--- src/hw/kpars_pkg.sv ---
package kpars_pkg;
  // ascii codes seen by the parser
  localparam logic [7:0] CH_CR    = 8'h0D;
  localparam logic [7:0] CH_LF    = 8'h0A;
  localparam logic [7:0] CH_SP    = 8'h20;
  localparam logic [7:0] CH_NAK   = 8'h15;
  localparam logic [7:0] CH_K     = 8'h4B;
  localparam logic [7:0] CH_C     = 8'h43;
  localparam logic [7:0] CH_D     = 8'h44;
  localparam logic [7:0] CH_M     = 8'h4D;
  localparam logic [7:0] CH_S     = 8'h53;
  localparam logic [7:0] CH_DOL   = 8'h24;
  localparam logic [7:0] CH_SLASH = 8'h2F;
  localparam logic [7:0] CH_BANG  = 8'h21;
  localparam logic [7:0] CH_AMP   = 8'h26;
  localparam logic [7:0] CH_DOT   = 8'h2E;
  localparam logic [7:0] CH_LT    = 8'h3C;
  localparam logic [7:0] CH_GT    = 8'h3E;
  localparam logic [7:0] CH_LP    = 8'h28;
  localparam logic [7:0] CH_RP    = 8'h29;
  localparam logic [7:0] CH_PCT   = 8'h25;
  localparam logic [7:0] CH_HASH  = 8'h23;
  localparam logic [7:0] CH_PLUS  = 8'h2B;
  localparam logic [7:0] CH_MINUS = 8'h2D;
  localparam logic [7:0] CH_F     = 8'h46;
  localparam logic [7:0] CH_0     = 8'h30;
  localparam logic [7:0] CH_9     = 8'h39;

  // key classes reported on the key strobe
  typedef enum logic [3:0] {
    KEY_DIGIT, KEY_LETTER, KEY_NAV, KEY_MENU, KEY_DISP,
    KEY_ACQ, KEY_ACTION, KEY_VIRT, KEY_SYM, KEY_POL, KEY_DIRECT
  } key_class_t;

  // navigation codes
  localparam logic [2:0] NAV_LEFT  = 3'h0;
  localparam logic [2:0] NAV_RIGHT = 3'h1;
  localparam logic [2:0] NAV_UP    = 3'h2;
  localparam logic [2:0] NAV_DOWN  = 3'h3;
  localparam logic [2:0] NAV_NEXT  = 3'h4;
  localparam logic [2:0] NAV_PREV  = 3'h5;

  // setup menu codes
  localparam logic [2:0] MENU_NONE  = 3'h0;
  localparam logic [2:0] MENU_IFACE = 3'h1;
  localparam logic [2:0] MENU_CLOCK = 3'h2;
  localparam logic [2:0] MENU_INPUT = 3'h3;
  localparam logic [2:0] MENU_TRACE = 3'h4;
  localparam logic [2:0] MENU_POL   = 3'h5;
  localparam logic [2:0] MENU_FMT   = 3'h6;

  // direct value limits
  localparam logic [4:0] CLK_MODE_MAX = 5'h05;
  localparam logic [4:0] TRC_CMP_MIN  = 5'h05;
  localparam logic [4:0] TRC_CMP_MAX  = 5'h08;
  localparam logic [4:0] ADDR_MAX     = 5'h1E;

  // action codes
  localparam logic [2:0] ACT_EDIT   = 3'h0;
  localparam logic [2:0] ACT_RECALL = 3'h4;
endpackage

--- src/hw/kpars_key_decode.sv ---
`timescale 1ns/1ps
// decodes one keycode (optionally with a prefix) into class and value
module kpars_key_decode (
  input  wire logic [7:0] i_prefix,
  input  wire logic [7:0] i_char,
  output logic            o_legal,
  output logic            o_is_prefix,
  output logic [3:0]      o_class,
  output logic [7:0]      o_value
);
  // prefix characters start a two-char keycode
  function automatic logic is_pfx(input logic [7:0] c);
    is_pfx = (c == kpars_pkg::CH_DOL) || (c == kpars_pkg::CH_SLASH) ||
             (c == kpars_pkg::CH_BANG) || (c == kpars_pkg::CH_AMP) ||
             (c == kpars_pkg::CH_DOT);
  endfunction

  // combinational table of keycodes
  always_comb
  begin
    o_legal     = 1'b1;
    o_is_prefix = 1'b0;
    o_class     = 4'(kpars_pkg::KEY_SYM);
    o_value     = i_char;
    if (i_prefix == 8'h00)
    begin
      if (is_pfx(i_char))
      begin
        o_is_prefix = 1'b1;
        o_legal     = 1'b0;
      end
      else if (i_char >= kpars_pkg::CH_0 && i_char <= kpars_pkg::CH_9)
      begin
        o_class = 4'(kpars_pkg::KEY_DIGIT);
        o_value = i_char - kpars_pkg::CH_0;
      end
      else if (i_char >= 8'h41 && i_char <= 8'h5A)
        o_class = 4'(kpars_pkg::KEY_LETTER);
      else
      begin
        o_class = 4'(kpars_pkg::KEY_NAV);
        case (i_char)
          kpars_pkg::CH_LT:    o_value = {5'h00, kpars_pkg::NAV_LEFT};
          kpars_pkg::CH_GT:    o_value = {5'h00, kpars_pkg::NAV_RIGHT};
          kpars_pkg::CH_LP:    o_value = {5'h00, kpars_pkg::NAV_UP};
          kpars_pkg::CH_RP:    o_value = {5'h00, kpars_pkg::NAV_DOWN};
          kpars_pkg::CH_PCT:   o_value = {5'h00, kpars_pkg::NAV_NEXT};
          kpars_pkg::CH_HASH:  o_value = {5'h00, kpars_pkg::NAV_PREV};
          kpars_pkg::CH_PLUS:  o_class = 4'(kpars_pkg::KEY_POL);
          kpars_pkg::CH_MINUS: o_class = 4'(kpars_pkg::KEY_POL);
          default:             o_legal = 1'b0;
        endcase
      end
    end
    else
    begin
      case (i_prefix)
        kpars_pkg::CH_DOL:
        begin
          o_class = 4'(kpars_pkg::KEY_MENU);
          case (i_char)
            8'h5A:   o_value = {5'h00, kpars_pkg::MENU_IFACE};
            8'h43:   o_value = {5'h00, kpars_pkg::MENU_CLOCK};
            8'h49:   o_value = {5'h00, kpars_pkg::MENU_INPUT};
            8'h53:   o_value = {5'h00, kpars_pkg::MENU_TRACE};
            8'h50:   o_value = {5'h00, kpars_pkg::MENU_POL};
            8'h47:   o_class = 4'(kpars_pkg::KEY_DISP);
            8'h44:   o_class = 4'(kpars_pkg::KEY_DISP);
            8'h54:   o_class = 4'(kpars_pkg::KEY_DISP);
            8'h3B:   o_class = 4'(kpars_pkg::KEY_SYM);
            default: o_legal = 1'b0;
          endcase
        end
        kpars_pkg::CH_SLASH:
        begin
          o_class = 4'(kpars_pkg::KEY_ACTION);
          if (i_char >= 8'h30 && i_char <= 8'h34)
            o_value = i_char - kpars_pkg::CH_0;
          else if (i_char >= 8'h35 && i_char <= 8'h38)
          begin
            o_class = 4'(kpars_pkg::KEY_VIRT);
            o_value = i_char - kpars_pkg::CH_0;
          end
          else
            o_legal = 1'b0;
        end
        kpars_pkg::CH_BANG:
        begin
          o_value = i_char - kpars_pkg::CH_0;
          case (i_char)
            8'h31, 8'h33, 8'h34, 8'h36, 8'h37: o_class = 4'(kpars_pkg::KEY_DISP);
            8'h30, 8'h32, 8'h35, 8'h38:        o_class = 4'(kpars_pkg::KEY_ACQ);
            default:                           o_legal = 1'b0;
          endcase
        end
        kpars_pkg::CH_AMP:
          o_legal = (i_char == kpars_pkg::CH_DOT) || (i_char == kpars_pkg::CH_LT) ||
                    (i_char == kpars_pkg::CH_GT) || (i_char == 8'h3D);
        kpars_pkg::CH_DOT:
        begin
          o_class = 4'(kpars_pkg::KEY_VIRT);
          o_legal = (i_char == kpars_pkg::CH_0);
        end
        default: o_legal = 1'b0;
      endcase
    end
  end
endmodule

--- src/hw/kpars_top.sv ---
`timescale 1ns/1ps
// Overview of operation
// - one record format set, five types
// - terminator ends every record
// - listener accepts D, C, K, M records
// - talker emits only K, M, S records
// - accept CR or CR LF terminator
// - talker terminator form is selectable
// - K record keycodes act as keys
// - CR, CR LF terminate with or without EOI; EOI alone is ignored
// - grouped keycodes executed in arrival order
// - digits load numeric field at cursor
// - spaces anywhere are dropped
// - wait terminator; early new record id taken as body
// - decode six field navigation keycodes
// - decode setup menu selection keycodes
// - decode display function keycodes
// - decode edit insert delete save recall
// - single digit sets menu field directly
// - clock mode direct codes zero to five
// - trace condition codes zero to eight
// - plus true, minus false polarity
// - bus address direct value up to 30
// - illegal keycode: service request or NAK
module kpars_top (
  input  wire logic       i_sys_clk,
  input  wire logic       i_arst_n,
  input  wire logic       i_rx_valid,
  input  wire logic [7:0] i_rx_char,
  input  wire logic       i_rx_eoi,
  input  wire logic       i_rx_serial,
  input  wire logic [2:0] i_field_kind,
  input  wire logic       i_tx_req,
  input  wire logic [7:0] i_tx_id,
  input  wire logic       i_term_lf,
  input  wire logic       i_tx_ready,
  output logic            o_rx_ready,
  output logic            o_key_valid,
  output logic [3:0]      o_key_class,
  output logic [7:0]      o_key_value,
  output logic            o_field_load,
  output logic [7:0]      o_field_value,
  output logic            o_rec_valid,
  output logic [7:0]      o_rec_char,
  output logic [7:0]      o_rec_id,
  output logic            o_rec_end,
  output logic            o_srq,
  output logic            o_tx_valid,
  output logic [7:0]      o_tx_char,
  output logic            o_tx_busy,
  output logic            o_tx_refused
);
  // field kinds reported by the menu logic for direct digits
  localparam logic [2:0] FK_NONE  = 3'h0;
  localparam logic [2:0] FK_NUM   = 3'h1;
  localparam logic [2:0] FK_ENUM  = 3'h2;
  localparam logic [2:0] FK_CLOCK = 3'h3;
  localparam logic [2:0] FK_TRACE = 3'h4;
  localparam logic [2:0] FK_ADDR  = 3'h5;

  typedef enum logic [2:0] {
    S_IDLE, S_KEYS, S_PASS, S_DISCARD, S_GOT_CR
  } rx_state_t;

  typedef enum logic [1:0] {
    T_IDLE, T_ID, T_CR, T_LF
  } tx_state_t;

  rx_state_t  rx_q;
  tx_state_t  tx_q;
  logic [7:0] prefix_q;
  logic [7:0] num_q;
  logic       num_act_q;
  logic [7:0] rec_id_q;
  logic       bad_q;
  logic [7:0] tx_id_q;
  logic       tx_lf_q;

  logic       dec_legal;
  logic       dec_pfx;
  logic [3:0] dec_class;
  logic [7:0] dec_value;
  logic       is_term;
  logic       is_space;
  logic       is_digit;
  logic       take;
  logic       key_ok;
  logic       illegal;
  logic       digit_ok;

  // id letter check for listening
  function automatic logic listen_id(input logic [7:0] c);
    listen_id = (c == kpars_pkg::CH_D) || (c == kpars_pkg::CH_C) ||
                (c == kpars_pkg::CH_K) || (c == kpars_pkg::CH_M);
  endfunction

  // id letter check for talking
  function automatic logic talk_id(input logic [7:0] c);
    talk_id = (c == kpars_pkg::CH_K) || (c == kpars_pkg::CH_M) ||
              (c == kpars_pkg::CH_S);
  endfunction

  // keycode table
  kpars_key_decode u_dec (
    .i_prefix    (prefix_q),
    .i_char      (i_rx_char),
    .o_legal     (dec_legal),
    .o_is_prefix (dec_pfx),
    .o_class     (dec_class),
    .o_value     (dec_value)
  );

  // character classification
  assign take     = i_rx_valid && o_rx_ready;
  // cr ends a record, lf swallowed after it
  assign is_term  = (i_rx_char == kpars_pkg::CH_CR);
  assign is_space = (i_rx_char == kpars_pkg::CH_SP);
  assign is_digit = (i_rx_char >= kpars_pkg::CH_0) && (i_rx_char <= kpars_pkg::CH_9) &&
                    (prefix_q == 8'h00);
  assign o_rx_ready = 1'b1;

  // direct digit range per field kind
  always_comb
  begin
    digit_ok = 1'b1;
    case (i_field_kind)
      // clock mode codes zero to five
      FK_CLOCK: digit_ok = (dec_value[4:0] <= kpars_pkg::CLK_MODE_MAX);
      FK_TRACE: digit_ok = (dec_value[4:0] <= kpars_pkg::TRC_CMP_MAX);
      default:  digit_ok = 1'b1;
    endcase
  end

  assign key_ok  = dec_legal && (!is_digit || digit_ok);
  assign illegal = take && (rx_q == S_KEYS) && !is_term && !is_space && !dec_pfx &&
                   !key_ok && !(is_digit && (i_field_kind == FK_NUM ||
                   i_field_kind == FK_ADDR));

  // receive record state machine
  always_ff @(posedge i_sys_clk or negedge i_arst_n)
  begin
    if (!i_arst_n)
      rx_q <= S_IDLE;
    else if (take)
    begin
      case (rx_q)
        S_IDLE:
        begin
          if (is_term || i_rx_char == kpars_pkg::CH_SP || i_rx_char == kpars_pkg::CH_LF)
            rx_q <= S_IDLE;
          else if (i_rx_char == kpars_pkg::CH_K)
            rx_q <= S_KEYS;
          else if (listen_id(i_rx_char))
            rx_q <= S_PASS;
          else
            rx_q <= S_DISCARD;
        end
        S_KEYS, S_PASS, S_DISCARD:
          if (is_term)
            rx_q <= S_GOT_CR;
        S_GOT_CR:
        begin
          // optional lf, else next record id
          if (i_rx_char == kpars_pkg::CH_LF || is_term || i_rx_char == kpars_pkg::CH_SP)
            rx_q <= S_IDLE;
          else if (i_rx_char == kpars_pkg::CH_K)
            rx_q <= S_KEYS;
          else if (listen_id(i_rx_char))
            rx_q <= S_PASS;
          else
            rx_q <= S_DISCARD;
        end
        default: rx_q <= S_IDLE;
      endcase
    end
  end

  // keycode prefix holder
  always_ff @(posedge i_sys_clk or negedge i_arst_n)
  begin
    if (!i_arst_n)
      prefix_q <= 8'h00;
    else if (take)
    begin
      if (rx_q == S_KEYS && dec_pfx && !is_term)
        prefix_q <= i_rx_char;
      else if (!is_space || rx_q != S_KEYS)
        prefix_q <= 8'h00;
    end
  end

  // record id and error latch per record
  always_ff @(posedge i_sys_clk or negedge i_arst_n)
  begin
    if (!i_arst_n)
    begin
      rec_id_q <= 8'h00;
      bad_q    <= 1'b0;
    end
    else if (take)
    begin
      if ((rx_q == S_IDLE || rx_q == S_GOT_CR) && !is_term &&
          i_rx_char != kpars_pkg::CH_SP && i_rx_char != kpars_pkg::CH_LF)
      begin
        rec_id_q <= i_rx_char;
        bad_q    <= !listen_id(i_rx_char);
      end
      else if (illegal)
        bad_q <= 1'b1;
    end
  end

  // multi digit value for numeric fields
  always_ff @(posedge i_sys_clk or negedge i_arst_n)
  begin
    if (!i_arst_n)
    begin
      num_q     <= 8'h00;
      num_act_q <= 1'b0;
    end
    else if (take && rx_q == S_KEYS && !is_space)
    begin
      if (is_digit && (i_field_kind == FK_NUM || i_field_kind == FK_ADDR))
      begin
        num_q     <= 8'(num_q * 8'd10 + (i_rx_char - kpars_pkg::CH_0));
        num_act_q <= 1'b1;
      end
      else
      begin
        num_q     <= 8'h00;
        num_act_q <= 1'b0;
      end
    end
  end

  // numeric field load when digit run ends
  always_ff @(posedge i_sys_clk or negedge i_arst_n)
  begin
    if (!i_arst_n)
    begin
      o_field_load  <= 1'b0;
      o_field_value <= 8'h00;
    end
    else
    begin
      o_field_load <= 1'b0;
      if (take && rx_q == S_KEYS && num_act_q && !is_space &&
          !(is_digit && (i_field_kind == FK_NUM || i_field_kind == FK_ADDR)))
      begin
        o_field_load  <= (i_field_kind != FK_ADDR) ||
                         (num_q <= {3'h0, kpars_pkg::ADDR_MAX});
        o_field_value <= num_q;
      end
    end
  end

  // key strobe, one per keycode in arrival order
  always_ff @(posedge i_sys_clk or negedge i_arst_n)
  begin
    if (!i_arst_n)
    begin
      o_key_valid <= 1'b0;
      o_key_class <= 4'h0;
      o_key_value <= 8'h00;
    end
    else
    begin
      o_key_valid <= 1'b0;
      if (take && rx_q == S_KEYS && !is_term && !is_space && !dec_pfx && key_ok &&
          !(is_digit && (i_field_kind == FK_NUM || i_field_kind == FK_ADDR)))
      begin
        o_key_valid <= 1'b1;
        o_key_value <= dec_value;
        // digit in menu field is direct
        if (is_digit && i_field_kind != FK_NONE)
          o_key_class <= 4'(kpars_pkg::KEY_DIRECT);
        else
          o_key_class <= dec_class;
      end
    end
  end

  // non-keystroke record body passed on
  always_ff @(posedge i_sys_clk or negedge i_arst_n)
  begin
    if (!i_arst_n)
    begin
      o_rec_valid <= 1'b0;
      o_rec_char  <= 8'h00;
      o_rec_id    <= 8'h00;
      o_rec_end   <= 1'b0;
    end
    else
    begin
      // c, d, m bodies go to record handler
      o_rec_valid <= take && rx_q == S_PASS && !is_term && !is_space;
      o_rec_end   <= take && rx_q == S_PASS && is_term;
      if (take && rx_q == S_PASS)
      begin
        o_rec_char <= i_rx_char;
        o_rec_id   <= rec_id_q;
      end
    end
  end

  // error report per interface at terminator
  always_ff @(posedge i_sys_clk or negedge i_arst_n)
  begin
    if (!i_arst_n)
      o_srq <= 1'b0;
    else if (take && is_term && (bad_q || illegal) && rx_q != S_GOT_CR && !i_rx_serial)
      o_srq <= 1'b1;
    else if (take && (rx_q == S_IDLE || rx_q == S_GOT_CR) && i_rx_char > kpars_pkg::CH_SP)
      o_srq <= 1'b0;
  end

  always_ff @(posedge i_sys_clk or negedge i_arst_n)
  begin
    if (!i_arst_n)
    begin
      tx_q    <= T_IDLE;
      tx_id_q <= 8'h00;
      tx_lf_q <= 1'b0;
    end
    else
    begin
      case (tx_q)
        T_IDLE:
          // only k, m, s records and the serial nak leave the device
          if (i_tx_req && talk_id(i_tx_id))
          begin
            tx_q    <= T_ID;
            tx_id_q <= i_tx_id;
            tx_lf_q <= i_term_lf;
          end
          else if (take && is_term && (bad_q || illegal) && rx_q != S_GOT_CR &&
                   i_rx_serial)
          begin
            tx_q    <= T_ID;
            tx_id_q <= kpars_pkg::CH_NAK;
            tx_lf_q <= 1'b0;
          end
        T_ID:
          if (i_tx_ready)
            tx_q <= (tx_id_q == kpars_pkg::CH_NAK) ? T_IDLE : T_CR;
        T_CR:
          if (i_tx_ready)
            tx_q <= tx_lf_q ? T_LF : T_IDLE;
        T_LF:
          if (i_tx_ready)
            tx_q <= T_IDLE;
        default: tx_q <= T_IDLE;
      endcase
    end
  end

  // transmit byte outputs
  always_ff @(posedge i_sys_clk or negedge i_arst_n)
  begin
    if (!i_arst_n)
      o_tx_refused <= 1'b0;
    else
      o_tx_refused <= i_tx_req && tx_q == T_IDLE && !talk_id(i_tx_id);
  end

  assign o_tx_valid = (tx_q != T_IDLE);
  assign o_tx_busy  = (tx_q != T_IDLE);
  always_comb
  begin
    case (tx_q)
      T_ID:    o_tx_char = tx_id_q;
      T_CR:    o_tx_char = kpars_pkg::CH_CR;
      T_LF:    o_tx_char = kpars_pkg::CH_LF;
      default: o_tx_char = 8'h00;
    endcase
  end
endmodule

--- config.mk ---
export PLATFORM = sky130hd
export DESIGN_NAME = kpars_top
export DESIGN_NICKNAME = d
export VERILOG_FILES = /design/src/hw/kpars_pkg.sv /design/src/hw/kpars_key_decode.sv /design/src/hw/kpars_top.sv
export SDC_FILE = /design/constraint.sdc
export NUM_CORES = 1
export LEC_CHECK = 0
export CORE_ASPECT_RATIO = 1.4
export CORE_MARGIN = 1
export CORE_UTILIZATION = 40
export CTS_BUF_LIST = sky130_fd_sc_hd__clkbuf_2
export DETAILED_ROUTE_END_ITERATION = 8
export DONT_BUFFER_PORTS = 1
export PLACE_DENSITY = 0.54
export SETUP_SLACK_MARGIN = 0.4
export SLEW_MARGIN = 10
export SYNTH_ARGS = -nofsm -noshare
export SYNTH_HDL_FRONTEND = slang
export SYNTH_SLANG_ARGS = --single-unit
--- constraint.sdc ---
create_clock -name i_sys_clk -period 3.6 [get_ports i_sys_clk]
set_input_delay 0.72 -clock i_sys_clk [delete_from_list [all_inputs] [get_ports i_sys_clk]]
set_output_delay 0.72 -clock i_sys_clk [all_outputs]
set_load 0.02 [all_outputs]
==> metrics.md <==
| Metric | Value |
|---|---|
| Detailed Place HPWL | between 9 and 10 mm |
| Vias in the first global route | 4017 |
| CTS Root Cell | clkbuf_2 |
| Worst slew pin tran | slightly below 600 ps |
| Max Fanout on Critical Path | 9 |
| Avg Inst Size Synth | a little under 10 µm² |
| Leakage | ~0.0026 µW |
| Post-synth EDFFs | 0 |
| Switching Fraction | between 30% and 40% |
| Largest family of logic cells by synthesized area | simple AND/OR/NAND/NOR gates |
| Final WS setup | 606 ps |
| Multi-input logic area | about 2700 µm² |
| Worst-path clk slew | approximately 230 ps |
| Largest stage delay, worst path | about 560 ps |
| Post-synthesis mux area share | around a tenth |
| Seq/Total Area, Yosys | approximately two fifths |
| Setup crit end kind | flop |
| Worst path cell trace | nor4b_2, and2_1, o31ai_1, buf_4, and3_1, o211ai_2, a22oi_1, or2_1, o2111ai_2, buf_4, mux2_2 |
| Placed Cells | approximately 650 |
| Max-slew violation count | 0 |
| CTS tree | done |
| #FFs+latches synth | 82 |
| Final TNS setup | 0 ps |
| Fmax | approximately 0.33 GHz |
| Final-layout fill cell count | ~1200 |
| Setup violations, final | 0 |
| Via count | 3944 |
| Clk_lat worst skew | about 570 ps |
| Post-Synth Simple-Gate Area | between 10% and 20% |
| Count leader, synth | dfrtp_1 |
| Mapped Area | 4970 µm² |
| Compound-gate portion of the synthesized area | between 15 and 20% |
| Gp weighted congestion | between 1 and 1.5 |
| Num rows | between 40 and 50 |
| Die Span X | slightly below 100 µm |
| DRC | 0 |
| Starting Density | 41.6% |
| GR Overflow Total | 0 |
| Top cell by count, worst path | buf_4 |
| Port Buffers | 0 |
| WP data required | about 4100 ps |
| Synth area leader | dfrtp_1 |
| CP Class | flop to flop |
| Gate power share | a little under a quarter |
| IO Count | 80 |
| Yosys top cell area share | 41.3% |
| Async SR Flop Fraction | 100% |
| Hold/Removal Path Class | input pin to flop |
| YS warnings | 0 |
| Number of DRC markers in iteration 0 | 255 |
| Clock Power Share | about a fifth |
| Util after Layout | a little under half |
| Synth Net Count | around 550 |
| Final hold vios | 0 |
| Synth Flop Type | dfrtp_1 |
| Kind of cell adding the most delay to the critical path | simple AND/OR/NAND/NOR gates |
| Largest cells by area after synthesis | dfrtp_1 (41%), mux2_2 (6.8%), ha_1 (4.3%) |
| Die ar. | about 13000 µm² |
| Outcome | finished, final reports clean |
| Largest net degree at the start of global routing | 83 |
| CP max-delay cell | nor4b_2 |
| Post-Route WL | roughly 13 mm |
| Arr. time, crit path | between 3000 and 4000 ps |
| Adder and majority gate portion of the synthesized area | under 10% |
| Bufs on Longest Clock Path | 2 |
| Finished Layout Cells | 665 |
| Psw | 1020 µW |
| Peak supply drop | 0.000325 V |
| Detail Route Antenna Nets | 0 |
| Pwr Density | slightly above 500 nW/µm² |
| Storage cell area | between 2000 and 2500 µm² |
| RSZ-0062 raised after global routing | false |
| Minimum clock period | about 3000 ps |
| Num CTS Buffers | 9 |
| Post-synthesis xor/xnor area fraction | roughly 2.6% |
| Yosys cell types | between 70 and 80 |
| Final net count | ~560 |
| Slew margin rel. | roughly three fifths |
| Most common library cells after synthesis | dfrtp_1 (82), nand2_1 (49), mux2_2 (30) |
| Clock sink count | 82 |
| Setup bufs post-CTS | 0 |
| Post-Syn Instances | between 500 and 600 |
| DR pass1 iterations | 7 |
| Max-Cap Viols | 0 |
| H-tree Lvls | 3 |
| Core area | ~12000 µm² |
| Die Height | 134 µm |
| Period utilisation layout | 83.2% |
| First-pass GRT wire length | ~21 mm |
| Global Route Usage Sum | between 20% and 30% |
| Sequential power share | 56.0% |
| Initial antenna violation count | 1 |
| Final hold slack | approximately 210 ps |
| Internal Power | roughly 1700 µW |
| Worst setup SP type | flop |
| Wire per inst | 20.2 µm |
| Layout cells sized above 1 | a little under a fifth |
| WP buf/inv | 2 |
| Final Skew | about 28 ps |
| Via-to-Cell Ratio | roughly 5.9 |
| P&R area growth vs syn | 9.01% |
| Setup WS pre-CTS | 90.2 ps |
-- worst reg2reg max path: stages (launching register included) --
cell and delay (ps):
dfrtp_1 460, nor4b_2 560, and2_1 390, o31ai_1 140, buf_4 180, and3_1 150
o211ai_2 60, a22oi_1 100, or2_1 250, o2111ai_2 90, buf_4 210, mux2_2 340
-- metal layers --
layer	vias up	wire [µm]	track usage [%]
li1	1846	-	-
met2	135	6620	36.2
met3	33	865	3.74
met5	-	0	0
met1	1930	5490	27.5
met4	0	490	11.2
-- placed cells by master, fill, tap and decap left out, drive strengths merged, types with 4 or more instances in the layout --
cell type and count:
ha 17, o21ai 27, inv 17, o31ai 7, a31oi 9, a21oi 26, xor2 4, mux2 38
xnor2 11, nor4bb 5, nand2b 6, nor2 28, nor4b 6, dfrtp 82, nand4 4, nor3 12
nand3 13, a21o 12, and2 13, and3 8, clkbuf 10, nor2b 6, nor4 4, a22o 16
nand2 49, buf 27
-- sequential cells by signal (all words and copies together) (netlist names), 2 cells and up --
name and cells:
tx_id_q 8, prefix_q 8, o_field_value 8, o_rec_char 8, rx_q 3, num_q 8
tx_q 2, o_key_value 8, o_rec_id 8, o_key_class 4, rec_id_q 8
-- power groups by stage --
stage               sequential [µW]  clock, µW  combinational (µW)
global placement               1550          0                 590
global route                   1570        628                 696
finish                         1530        579                 623
floorplan                      1500          0                 525
detailed placement             1560          0                 602
CTS                            1540        602                 631
-- per-stage QoR --
stage               total power [µW]  instance area, µm²
global placement                2140                5240
floorplan                       2020                4990
detailed placement              2160                5240
global route                    2890                5420
finish                          2730                5420
CTS                             2770                5420
-- final cells by class --
cell class / instances / share of cell area (%)
multi-input cells: 374 / 50.6
clock buffers: 10 / 0.924
clock inverters: 6 / 1.66
well taps: 147 / 3.39
flip-flops and latches: 82 / 37.9
repair buffers: 28 / 4.30
diodes: 1 / 0.0462
inverters: 17 / 1.25
-- logic make-up (layout without fill, tap and decap cells) --
group                    count (synthesis)  in the layout
flip-flops                              82             82
adder cells (fa/ha/maj)                 20             20
XOR/XNOR                                15             15
multiplexers                            41             41
AO/OA/AOI/OAI                          127            127
other                                    1              2
AND/OR/NAND/NOR                        170            170
buffers and inverters                   45             61
-- timing repair --
| item | CTS | global route |
|---|---|---|
| endpoints found under the hold margin | 82 | 0 |
| hold buffers | 2 | 0 |
| gates resized for setup | 0 | 0 |
-- worst paths after layout --
kind                             start              to  slack (ps)  cells past startpoint
max in group asynchronous     i_arst_n     o_rec_valid        2540                      2
setup / recovery           prefix_q[7]  o_key_value[1]         610                     11
hold / removal              i_tx_ready         tx_q[0]         210                      1
min in group asynchronous     i_arst_n  o_key_value[5]         730                      2
hold reg to reg            rec_id_q[5]     o_rec_id[5]         510                      1
setup reg to reg           prefix_q[7]  o_key_value[1]         610                     11
No activity file was read; power rests on OpenSTA's default activity.
